## config.mk

```make
export PLATFORM = sky130hd
export DESIGN_NAME = pcs_lane_test_and_marker_status
export DESIGN_NICKNAME = d
export VERILOG_FILES = /design/src/rtl/pcs_lane_pkg.sv /design/src/rtl/idle_scrambler.sv /design/src/rtl/level_sync3.sv /design/src/rtl/pcs_lane_test_and_marker_status.sv
export SDC_FILE = /design/constraint.sdc
export NUM_CORES = 1
export LEC_CHECK = 0
export BUFFER_PORTS_ARGS = -buffer_cell sky130_fd_sc_hd__buf_2
export CORE_UTILIZATION = 35
export DETAILED_ROUTE_END_ITERATION = 7
export PLACE_DENSITY = 0.64
export REMOVE_ABC_BUFFERS = 1
export SLEW_MARGIN = 15
export SYNTH_ARGS = -nofsm -noshare
export SYNTH_HDL_FRONTEND = slang
export SYNTH_SLANG_ARGS = --single-unit
export TNS_END_PERCENT = 50
```

## constraint.sdc

```tcl
create_clock -name i_clock -period 4.97 [get_ports i_clock]
set_input_delay 0.497 -clock i_clock [delete_from_list [all_inputs] [get_ports i_clock]]
set_output_delay 0.497 -clock i_clock [all_outputs]
set_load 0.01 [all_outputs]
```

## src/rtl/pcs_lane_pkg.sv

```systemverilog
package pcs_lane_pkg;
  localparam int          LANE_FIRST    = 6;
  localparam int          LANE_LAST     = 19;
  localparam int          LANE_COUNT    = LANE_LAST - LANE_FIRST + 1;
  localparam int          DATA_W        = 64;
  localparam int          GROUP_W       = 16;
  localparam int          SCR_LEN       = 58;
  localparam int          SCR_TAP       = 39;
  localparam logic [63:0] IDLE_WORD     = 64'h0000_0000_0000_001E;
  localparam int          BER_WINDOW    = 1024;
  localparam int          BER_LIMIT     = 16;
  // register byte offsets
  localparam logic [7:0]  OFS_CTRL      = 8'h00;
  localparam logic [7:0]  OFS_STATUS    = 8'h04;
  localparam logic [7:0]  OFS_IRQ_STAT  = 8'h08;
  localparam logic [7:0]  OFS_IRQ_MASK  = 8'h0C;
  localparam logic [7:0]  OFS_ERR_COUNT = 8'h10;
  // control fields
  localparam int          CTRL_RX_TP    = 0;
  localparam int          CTRL_TX_TP    = 1;
  localparam int          CTRL_OVR_EN   = 2;
  localparam int          CTRL_OVR_LSB  = 8;
  localparam logic [7:0]  OVR_BYTE_RST  = 8'h00;
  // status fields
  localparam int          ST_HI_BER     = 0;
  localparam int          ST_SIG_OS     = 1;
  localparam int          ST_FAULT      = 2;
  localparam int          ST_FOUR_LANE  = 3;
  localparam int          ST_MK_VALID   = 4;
  localparam int          ST_MK_LSB     = 8;
  // interrupt fields
  localparam int          IRQ_W         = 5;
  localparam int          IRQ_BIP       = 0;
  localparam int          IRQ_SIG_OS    = 1;
  localparam int          IRQ_HI_BER    = 2;
  localparam int          IRQ_MISMATCH  = 3;
  localparam int          IRQ_MARKER    = 4;
  localparam logic [IRQ_W-1:0] IRQ_MASK_RST = 5'h00;
endpackage : pcs_lane_pkg

```

## src/rtl/idle_scrambler.sv

```systemverilog
`timescale 1ns/1ps
module idle_scrambler #(
  parameter int W          = 64,
  parameter bit DESCRAMBLE = 1'b0
) (
  input  wire logic         i_clock,
  input  wire logic         i_rst_b,
  input  wire logic         i_clear,
  input  wire logic         i_en,
  input  wire logic [W-1:0] i_data,
  output logic      [W-1:0] o_data,
  output logic              o_valid
);
  import pcs_lane_pkg::*;

  typedef struct packed {
    logic [SCR_LEN-1:0] hist;
    logic [W-1:0]       data;
    logic               valid;
  } scr_t;

  scr_t state_reg;
  scr_t state_next;
  logic [W+SCR_LEN-1:0] ext;
  logic [W-1:0]         res;

  // self-synchronising polynomial x^58 + x^39 + 1, oldest bit lowest
  always_comb begin
    ext = '0;
    res = '0;
    ext[SCR_LEN-1:0] = state_reg.hist;
    for (int i = 0; i < W; i++) begin
      res[i] = i_data[i] ^ ext[SCR_LEN+i-SCR_TAP] ^ ext[i];
      ext[SCR_LEN+i] = DESCRAMBLE ? i_data[i] : res[i];
    end
    state_next       = state_reg;
    state_next.valid = 1'b0;
    if (i_clear) begin
      state_next = '0;
    end else if (i_en) begin
      state_next.hist  = ext[W+SCR_LEN-1:W];
      state_next.data  = res;
      state_next.valid = 1'b1;
    end
  end

  always_ff @(posedge i_clock or negedge i_rst_b) begin
    if (!i_rst_b) begin
      state_reg <= '0;
    end else begin
      state_reg <= state_next;
    end
  end

  assign o_data  = state_reg.data;
  assign o_valid = state_reg.valid;
endmodule : idle_scrambler

```

## src/rtl/level_sync3.sv

```systemverilog
`timescale 1ns/1ps
module level_sync3 (
  input  wire logic i_clock,
  input  wire logic i_rst_b,
  input  wire logic i_async,
  output logic      o_level
);
  typedef struct packed {
    logic s1;
    logic s2;
    logic s3;
    logic level;
  } sync_t;

  sync_t state_reg;
  sync_t state_next;

  always_comb begin
    state_next       = state_reg;
    state_next.s1    = i_async;
    state_next.s2    = state_reg.s1;
    state_next.s3    = state_reg.s2;
    // a change counts only once the two later stages agree
    if (state_reg.s2 == state_reg.s3) begin
      state_next.level = state_reg.s3;
    end
  end

  always_ff @(posedge i_clock or negedge i_rst_b) begin
    if (!i_rst_b) begin
      state_reg <= '0;
    end else begin
      state_reg <= state_next;
    end
  end

  assign o_level = state_reg.level;
endmodule : level_sync3

```

## src/rtl/pcs_lane_test_and_marker_status.sv

```systemverilog
// The Wishbone register port and the placing of the registers were decided locally.
`timescale 1ns/1ps
module pcs_lane_test_and_marker_status #(
  parameter int BER_WINDOW_CYCLES = pcs_lane_pkg::BER_WINDOW,
  parameter int BER_ERR_LIMIT     = pcs_lane_pkg::BER_LIMIT
) (
  input  wire logic                                   i_clock,
  input  wire logic                                   i_rst_b,
  input  wire logic                                   i_wb_cyc,
  input  wire logic                                   i_wb_stb,
  input  wire logic                                   i_wb_we,
  input  wire logic [7:0]                             i_wb_adr,
  input  wire logic [31:0]                            i_wb_dat,
  input  wire logic [3:0]                             i_wb_sel,
  output logic      [31:0]                            o_wb_dat,
  output logic                                        o_wb_ack,
  output logic                                        o_irq,
  input  wire logic [pcs_lane_pkg::LANE_COUNT-1:0]    i_rx_lane_bip_fail,
  input  wire logic                                   i_rx_header_err,
  input  wire logic                                   i_rx_signal_os_word,
  input  wire logic [pcs_lane_pkg::DATA_W-1:0]        i_rx_data,
  input  wire logic                                   i_rx_data_valid,
  input  wire logic                                   i_rx_marker_seen,
  input  wire logic [7:0]                             i_rx_marker_bip7,
  input  wire logic [pcs_lane_pkg::DATA_W-1:0]        i_tx_data,
  input  wire logic [7:0]                             i_tx_marker_bip7,
  input  wire logic                                   i_four_lane_mode_select,
  output logic      [pcs_lane_pkg::LANE_COUNT-1:0]    o_lane_bip_err,
  output logic                                        o_high_error_rate_flag,
  output logic                                        o_signal_ordered_set_seen,
  output logic      [2:0]                             o_tp_mismatch_incr,
  output logic      [7:0]                             o_received_marker_parity_byte,
  output logic                                        o_received_marker_parity_valid,
  output logic                                        o_internal_local_fault,
  output logic                                        o_four_lane_mode,
  output logic      [pcs_lane_pkg::DATA_W-1:0]        o_tx_data,
  output logic      [7:0]                             o_tx_marker_bip7
);
  import pcs_lane_pkg::*;

  localparam int GROUPS = DATA_W / GROUP_W;
  localparam int WIN_W  = $clog2(BER_WINDOW_CYCLES + 1);
  localparam int ERR_W  = $clog2(BER_ERR_LIMIT + 1);

  typedef struct packed {
    logic                  ack;
    logic [31:0]           rdata;
    logic                  rx_tp_en;
    logic                  tx_tp_en;
    logic                  ovr_en;
    logic [7:0]            ovr_byte;
    logic [LANE_COUNT-1:0] bip_err;
    logic [WIN_W-1:0]      win_cnt;
    logic [ERR_W-1:0]      err_cnt;
    logic                  hi_ber;
    logic                  sig_os;
    logic                  lfault;
    logic [2:0]            mism;
    logic [15:0]           tp_count;
    logic [7:0]            mk_byte;
    logic                  mk_valid;
    logic                  mk_seen;
    logic [7:0]            tx_bip7;
    logic [DATA_W-1:0]     tx_data;
    logic [IRQ_W-1:0]      irq_st;
    logic [IRQ_W-1:0]      irq_mask;
    logic                  irq;
  } state_t;

  state_t            state_reg;
  state_t            state_next;
  logic              four_lane;
  logic [DATA_W-1:0] chk_data;
  logic              chk_valid;
  logic [DATA_W-1:0] gen_data;
  logic              win_end;
  logic              bus_take;
  logic [IRQ_W-1:0]  events;
  logic [2:0]        mism_now;
  logic              ber_rise;

  function automatic logic [2:0] count_bad(input logic [DATA_W-1:0] d);
    logic [3:0] n;
    n = 4'h0;
    for (int g = 0; g < GROUPS; g++) begin
      if (d[g*GROUP_W +: GROUP_W] != IDLE_WORD[g*GROUP_W +: GROUP_W]) begin
        n = n + 4'h1;
      end
    end
    count_bad = (n > 4'h7) ? 3'h7 : n[2:0];
  endfunction : count_bad

  function automatic logic [7:0] reg_offset(input logic [7:0] a);
    reg_offset = {a[7:2], 2'b00};
  endfunction : reg_offset

  //////////////////////////////////////////////////////////////////////////
  // mode pin, pattern checker and generator

  level_sync3 u_mode_sync (
    .i_clock (i_clock),
    .i_rst_b (i_rst_b),
    .i_async (i_four_lane_mode_select),
    .o_level (four_lane)
  );

  idle_scrambler #(.W(DATA_W), .DESCRAMBLE(1'b1)) u_checker (
    .i_clock (i_clock),
    .i_rst_b (i_rst_b),
    .i_clear (~state_reg.rx_tp_en),
    .i_en    (i_rx_data_valid),
    .i_data  (i_rx_data),
    .o_data  (chk_data),
    .o_valid (chk_valid)
  );

  idle_scrambler #(.W(DATA_W), .DESCRAMBLE(1'b0)) u_generator (
    .i_clock (i_clock),
    .i_rst_b (i_rst_b),
    .i_clear (~state_reg.tx_tp_en),
    .i_en    (1'b1),
    .i_data  (IDLE_WORD),
    .o_data  (gen_data),
    .o_valid ()
  );

  //////////////////////////////////////////////////////////////////////////
  // next state

  assign win_end  = (state_reg.win_cnt == WIN_W'(BER_WINDOW_CYCLES - 1));
  assign bus_take = i_wb_cyc & i_wb_stb & ~state_reg.ack;
  // a word is judged only if the checker took it in the cycle before; the first one is judged too
  assign mism_now = chk_valid ? count_bad(chk_data) : 3'h0;
  // rise comes from registered state so no loop runs through next state
  assign ber_rise = win_end & ~state_reg.hi_ber &
                    (state_reg.err_cnt >= ERR_W'(BER_ERR_LIMIT));
  assign events   = {i_rx_marker_seen,
                     (state_reg.mism != 3'h0),
                     ber_rise,
                     i_rx_signal_os_word,
                     (|i_rx_lane_bip_fail)};

  always_comb begin
    state_next          = state_reg;
    state_next.bip_err  = i_rx_lane_bip_fail;
    state_next.sig_os   = i_rx_signal_os_word;

    state_next.win_cnt  = win_end ? '0 : state_reg.win_cnt + WIN_W'(1);
    if (win_end) begin
      state_next.hi_ber  = (state_reg.err_cnt >= ERR_W'(BER_ERR_LIMIT));
      state_next.err_cnt = '0;
    end else if (i_rx_header_err &&
                 state_reg.err_cnt != ERR_W'(BER_ERR_LIMIT)) begin
      state_next.err_cnt = state_reg.err_cnt + ERR_W'(1);
    end

    state_next.mism = state_reg.rx_tp_en ? mism_now : 3'h0;
    // saturating sum of the increments for software
    if (state_reg.tp_count != 16'hFFFF) begin
      state_next.tp_count = state_reg.tp_count + 16'(state_reg.mism);
      if (state_reg.tp_count > 16'hFFFF - 16'(state_reg.mism)) begin
        state_next.tp_count = 16'hFFFF;
      end
    end

    state_next.mk_valid = i_rx_marker_seen;
    state_next.mk_seen  = state_reg.mk_seen | i_rx_marker_seen;
    if (i_rx_marker_seen) begin
      state_next.mk_byte = i_rx_marker_bip7;
    end

    state_next.tx_bip7 = state_reg.ovr_en ? state_reg.ovr_byte
                                          : i_tx_marker_bip7;
    state_next.tx_data = state_reg.tx_tp_en ? gen_data : i_tx_data;
    state_next.lfault  = state_reg.tx_tp_en | state_reg.hi_ber;

    // bus slave: answer one cycle after the request, drop after one
    state_next.ack   = bus_take;
    state_next.rdata = state_reg.rdata;
    if (bus_take && !i_wb_we) begin
      state_next.rdata = 32'h0000_0000;
      case (reg_offset(i_wb_adr))
        OFS_CTRL: begin
          state_next.rdata[CTRL_RX_TP]  = state_reg.rx_tp_en;
          state_next.rdata[CTRL_TX_TP]  = state_reg.tx_tp_en;
          state_next.rdata[CTRL_OVR_EN] = state_reg.ovr_en;
          state_next.rdata[CTRL_OVR_LSB +: 8] = state_reg.ovr_byte;
        end
        OFS_STATUS: begin
          state_next.rdata[ST_HI_BER]    = state_reg.hi_ber;
          state_next.rdata[ST_SIG_OS]    = state_reg.sig_os;
          state_next.rdata[ST_FAULT]     = state_reg.lfault;
          state_next.rdata[ST_FOUR_LANE] = four_lane;
          state_next.rdata[ST_MK_VALID]  = state_reg.mk_seen;
          state_next.rdata[ST_MK_LSB +: 8] = state_reg.mk_byte;
        end
        OFS_IRQ_STAT:  state_next.rdata[IRQ_W-1:0] = state_reg.irq_st;
        OFS_IRQ_MASK:  state_next.rdata[IRQ_W-1:0] = state_reg.irq_mask;
        OFS_ERR_COUNT: state_next.rdata[15:0] = state_reg.tp_count;
        default:       state_next.rdata = 32'h0000_0000;
      endcase
    end
    if (bus_take && i_wb_we) begin
      case (reg_offset(i_wb_adr))
        OFS_CTRL: begin
          if (i_wb_sel[0]) begin
            state_next.rx_tp_en = i_wb_dat[CTRL_RX_TP];
            state_next.tx_tp_en = i_wb_dat[CTRL_TX_TP];
            state_next.ovr_en   = i_wb_dat[CTRL_OVR_EN];
          end
          if (i_wb_sel[1]) begin
            state_next.ovr_byte = i_wb_dat[CTRL_OVR_LSB +: 8];
          end
        end
        OFS_IRQ_MASK: begin
          if (i_wb_sel[0]) begin
            state_next.irq_mask = i_wb_dat[IRQ_W-1:0];
          end
        end
        // a write clears the sum; this cycle's increment still counts
        OFS_ERR_COUNT: state_next.tp_count = 16'(state_reg.mism);
        default: ;
      endcase
    end

    // read clears the sticky bits, but a new event wins over the clear
    state_next.irq_st = state_reg.irq_st;
    if (bus_take && !i_wb_we &&
        reg_offset(i_wb_adr) == OFS_IRQ_STAT) begin
      state_next.irq_st = '0;
    end
    state_next.irq_st = state_next.irq_st | events;
    state_next.irq    = |(state_reg.irq_st & state_reg.irq_mask);
  end

  always_ff @(posedge i_clock or negedge i_rst_b) begin
    if (!i_rst_b) begin
      state_reg          <= '0;
      state_reg.ovr_byte <= OVR_BYTE_RST;
      state_reg.irq_mask <= IRQ_MASK_RST;
    end else begin
      state_reg <= state_next;
    end
  end

  //////////////////////////////////////////////////////////////////////////
  // outputs

  assign o_wb_dat                       = state_reg.rdata;
  assign o_wb_ack                       = state_reg.ack;
  assign o_irq                          = state_reg.irq;
  assign o_lane_bip_err                 = state_reg.bip_err;
  assign o_high_error_rate_flag         = state_reg.hi_ber;
  assign o_signal_ordered_set_seen      = state_reg.sig_os;
  assign o_tp_mismatch_incr             = state_reg.mism;
  assign o_received_marker_parity_byte  = state_reg.mk_byte;
  assign o_received_marker_parity_valid = state_reg.mk_valid;
  assign o_internal_local_fault         = state_reg.lfault;
  assign o_four_lane_mode               = four_lane;
  assign o_tx_data                      = state_reg.tx_data;
  assign o_tx_marker_bip7               = state_reg.tx_bip7;
endmodule : pcs_lane_test_and_marker_status
```

* Word level (Yosys, flattened, before mapping) *
Cells that the tools add are included.

storage, ports and cells
  input bits = 212
  output and inout port bits = 136
  logic and storage cells = 297
  register bits = 422

operators by class
  bitwise gates (word level) = 206
  reduce and logical (&&, ||, !) cells = 16
  order comparisons = 3
  $add $sub $neg = 7
  multiplexer cells = 24
  eq/ne operators = 10

operators by type and width
  operator                                                                   number
  123-bit 2-to-1 mux                                                         3
  1-bit XOR                                                                  192
  16-bit 2-to-1 mux                                                          4
  64-bit 2-to-1 mux                                                          1
  16-bit nonzero test                                                        3
  8-bit one-hot mux with 3 select lines                                      1
  16-bit by 3-bit adder with 16-bit output                                   1
  16-bit > comparator                                                        1
  16-bit inequality test (second input constant)                             1
  16-bit by 5-bit inequality test with 1-bit output (second input constant)  1
  5-bit 2-to-1 mux                                                           3
  3-bit one-hot mux with 5 select lines                                      1
  14-bit OR reduction                                                        1
  4-bit by 1-bit adder with 4-bit output (second input constant)             3
  6-bit by 2-bit == test with 1-bit output (second input constant)           2
  3-bit 2-to-1 mux                                                           4
  4-bit 2-to-1 mux                                                           3
  11-bit by 1-bit adder with 11-bit output (second input constant)           1
  11-bit by 10-bit == test with 1-bit output (second input constant)         1
  11-bit 2-to-1 mux                                                          1
  3-bit AND reduction                                                        3
  8-bit 2-to-1 mux                                                           1
  2-bit one-hot mux with 4 select lines                                      1
  6-bit by 1-bit == test with 1-bit output (second input constant)           1
  20 further kinds                                                           32

* Depth between registers and ports, before layout *
  word-level depth = 12
  mapped depth = 9
  depth with buffers taken out = 9

* By module *
Synthesis repeated with hierarchy kept, for this count alone.

second synthesis, totals
  cells, all modules = 1,667
  area total of the unflattened synthesis = 18,222.5 um^2

by module, submodules not included
  module                           instances  sequential area each (um^2)  cells an instance  area an instance (um^2)
  pcs_lane_test_and_marker_status  1          4,329.2                      710                8,298.0
  idle_scrambler (u_checker)       1          3,078.0                      592                5,955.7
  idle_scrambler (u_generator)     1          1,626.6                      360                3,857.4
  level_sync3                      1          100.1                        5                  111.4

* Least setup slack after synthesis *
OpenSTA, ideal clock, no wires.

  path kind = input -> register
  from = input i_wb_adr[5]
  to = register state_reg[145] (netlist bit)
  data required time = 4.845 ns
  path slack = 3.064 ns
  buffers on the path = 0
  stages = 5
  library setup time = 0.125 ns
  arrival = 1.782 ns
  cell sequence = or3_4 > or2_4 > nor3_4 > nand3_4 > mux2_2

on the way
  cells in the longest elaborated chain, start to end = 2

RTL lines
  what                           line                                    text
  from (decl)                    pcs_lane_test_and_marker_status.sv:12   input wire logic [7:0] i_wb_adr,
  6-bit zero test                pcs_lane_test_and_marker_status.sv:204  case (reg_offset(i_wb_adr))
  3-bit AND reduction (no line)  --
  to (signal assigned)           pcs_lane_test_and_marker_status.sv:242  state_reg <= state_next;
  to (decl)                      pcs_lane_test_and_marker_status.sv:70   state_t state_reg;

No other way between the ends.
A chain may end at the register's enable or synchronous reset.

* Worst setup path in the final report *
  from = register state_reg[120] (netlist bit)
  to = register state_reg (netlist bit o_high_error_rate_flag)

on the way
  cells in the longest elaborated chain, start to end = 1

RTL lines
  what                                        line                                    text
  11-bit by 10-bit == test with 1-bit output  pcs_lane_test_and_marker_status.sv:130  assign win_end = (state_reg.win_cnt == WIN_W'(BER_WINDOW_CYCLES - 1));

No other way between the ends.

==> flow_summary.toml <==
[status]
outcome = "finished clean"

[timing]
fmax_mhz = 421.4
final_critical_path_setup_slack_ns = 2.597
fin_crit_ns = 2.373
worstMarginPinSlew_ns = 1.065
slew-limit-headroom_pct = 28.98
setup_viol = 0
slew_viol_final = 0
rsz0062_at_grt = "false"
hold_violations = 0
finalCritPeriodShare_pct = 47.74
setup_tns_ns = 0
finClkSkew_ns = 0.02167

[global_route]
grt_use_total_pct = 15.54
antenna_found_initial = 3
grt_pass1_wl_um = 61240
grt_start_max_net_pins = 127
grt-ovfl-total = 0
grt_pass1_vias = 10947

[setup_path]
crit_buf_inv = 0
crit_path_end_kind = "register"
crit_chain = "ha_1, nand3_1, nor3_1, nand3_1, nor2_1, mux2_2"
cp_slowest_stage_delay_ns = 0.66
cp_top_family = "simple AND/OR/NAND/NOR gates"
critPathSlowestCell = "nor2_1"
cp.required_ns = 5.40
crit_fanout = 13
critPathKind = "register to register"
crit_top_cell = "nand3_1"
worst_setup_path_start_kind = "register"
worstPathArrival_ns = 2.80

[synth]
synthCells = 1414
synth-async-reset-ratio_pct = 100.0
ys_seq_area_share_pct = 52.81
ys_ff_latch = 364
synth_common_cells = "dfrtp_1, xnor2_1, mux2i_1"
synth_area_leaders = "dfrtp_1, mux2i_1, xnor2_1"
ys_types = 53
synthDominantCellAreaShare_pct = 52.81
synth_edf_count = 0
ys_dominant_reg_cell = "dfrtp_1"
synth_top_cell_by_area = "dfrtp_1"
netlist_area_um2 = 17250
ys_warn_count = 0
avgSynthCellArea_um2 = 12.20
yosysMostFrequentCell = "dfrtp_1"

[floorplan]
core_um2 = 48150
die_area_um2 = 50170
pin_count = 348
dieHeight_um = 224.0
die_w_um = 224.0
rows = 80
start_util_pct = 35.82

[clock_network]
cts.htree.levels = 2
tritoncts = "done"
cts_root_buf = "clkbuf_16"
cts_setup_buffers = 0
clkSlewWorstSetupHoldPaths_ns = 0.06
hold_buffers = 0
insertion_delay_ns = 0.55
cts.path.max_buffers = 3
cts_resized = 0
clkSinkCount = 364
numCtsBuffers = 41

[pwr]
switchingPower_mw = 1.605
p_clk_share_pct = 43.4
switching_share_pct = 24.16
vdd_ir_drop_max_v = 0.0001938
p_seq_share_pct = 47.2
p_leak_nw = 9.505
p_per_area_nw_per_um2 = 335.0
comb_power_share_pct = 9.3
power.internal_mw = 5.038

[routing]
vias_per_cell = 4.567
drt_iter0_markers = 559
route.antenna.remaining_nets = 0
drc = 0
routedWlPerCell_um = 17.10
first_pass_iters = 5
wirelength_um = 39060
vias = 10430

[placement]
postPlaceCellArea_um2 = 18560
place_congestion = 0.7997
numPortBuffers = 308
pre_cts_ws_ns = 2.069
dp_hpwl_um = 27960

[final_layout]
drive_gt1_share_pct = 29.56
areaGrowthSynthToFinish_pct = 14.95
final_core_util_pct = 41.18
fillerInstances = 4561
fin_area_um2 = 19830
nets = 1824

[hold_path]
holdCritPathClass = "input port to async pin"

[run]
drv_cap = 0
-- kinds of logic (layout without fill, tap and decap cells) --
logic type	after synthesis	in the layout	share of synthesized area, %
XOR/XNOR	215	215	10.92
flip-flops	364	364	52.81
adder cells (fa/ha/maj)	12	12	0.8996
other	1	17	0.02174
multiplexers	230	230	14.05
AND/OR/NAND/NOR	327	327	11.42
buffers and inverters	197	395	7.211
AO/OA/AOI/OAI	68	68	2.663
-- per-layer routing --
layer  vias up  part of all wire [%]  wire length [um]  global-route usage (%)
met2       222                    50             19380                   26.33
li1       4963                     -                 -                       -
met3        65                   4.3              1695                   3.017
met4         6                   2.1               804                   4.353
met1      5174                    44             17150                   20.12
met5         -                 0.092                36                       0
-- path summary, 6_finish.rpt --
kind | startpoint | cells past startpoint | to | slack (ns)
worst max-delay path | state_reg[120] | 6 | o_high_error_rate_flag | 2.60
worst min register to register | u_mode_sync.state_next[2] | 0 | u_mode_sync.state_next[1] | 0.36
worst min-delay path | i_rst_b | 1 | u_generator.ext[0] | 0.06
max in group asynchronous | i_rst_b | 2 | state_reg[154] | 3.70
min in group i_clock | i_rx_lane_bip_fail[12] | 1 | o_lane_bip_err[12] | 0.07
worst max register to register | state_reg[120] | 6 | o_high_error_rate_flag | 2.60
-- final cells by class --
type | instances | area (um2) | area share (%)
Clock inverter | 8 | 82.58 | 0.4165
Antenna cell | 1 | 2.502 | 0.01262
Timing Repair Buffer | 314 | 1628 | 8.211
Multi-Input combinational cell | 868 | 6950 | 35.06
Clock buffer | 61 | 1182 | 5.964
Sequential cell | 364 | 9114 | 45.97
Tap cell | 656 | 820.8 | 4.140
Inverter | 12 | 45.04 | 0.2272
-- cell usage in the layout (no fill, tap or decap), types with 3 or more instances in the layout --
cell type,n
dfrtp_1,362
buf_2,306
xnor2_1,143
mux2i_1,133
nor2b_1,124
mux2_2,97
xor2_1,72
and2_1,69
clkbuf_16,42
nand2_1,29
nor2_1,27
a21oi_1,19
nor4_1,19
o21ai_0,16
conb_1,16
nand4_1,13
clkbuf_1,13
inv_1,12
nand3_1,11
ha_1,10
a222oi_1,9
clkbuf_8,6
nor3_1,5
a22oi_1,5
and3_1,4
and4_1,4
or2_2,4
a31oi_1,4
clkinv_2,4
buf_4,4
a21o_1,3
a22o_1,3
-- power groups by stage --
| stage | Clock [mW] | Combinational [mW] | Sequential (mW) |
|---|---|---|---|
| after floorplan | 0 | 0.294 | 3.20 |
| after global routing | 3.08 | 0.692 | 3.15 |
| final | 2.88 | 0.621 | 3.14 |
| after CTS | 2.97 | 0.633 | 3.14 |
| after detailed placement | 0 | 0.630 | 3.19 |
| after global placement | 0 | 0.612 | 3.19 |
-- per-stage QoR --
step | total power, mW | hold WS [ns] | std cells
2_1_floorplan | 3.493 | 0.2014 | 1244
3_3_place_gp | 3.798 | 0.3401 | 2214
3_5_place_dp | 3.819 | 0.3465 | 2214
4_1_cts | 6.740 | 0.03438 | 2283
5_1_grt | 6.924 | 0.04347 | 2283
6_report | 6.642 | 0.05966 | 2284
(Power assumes the default switching activity.)
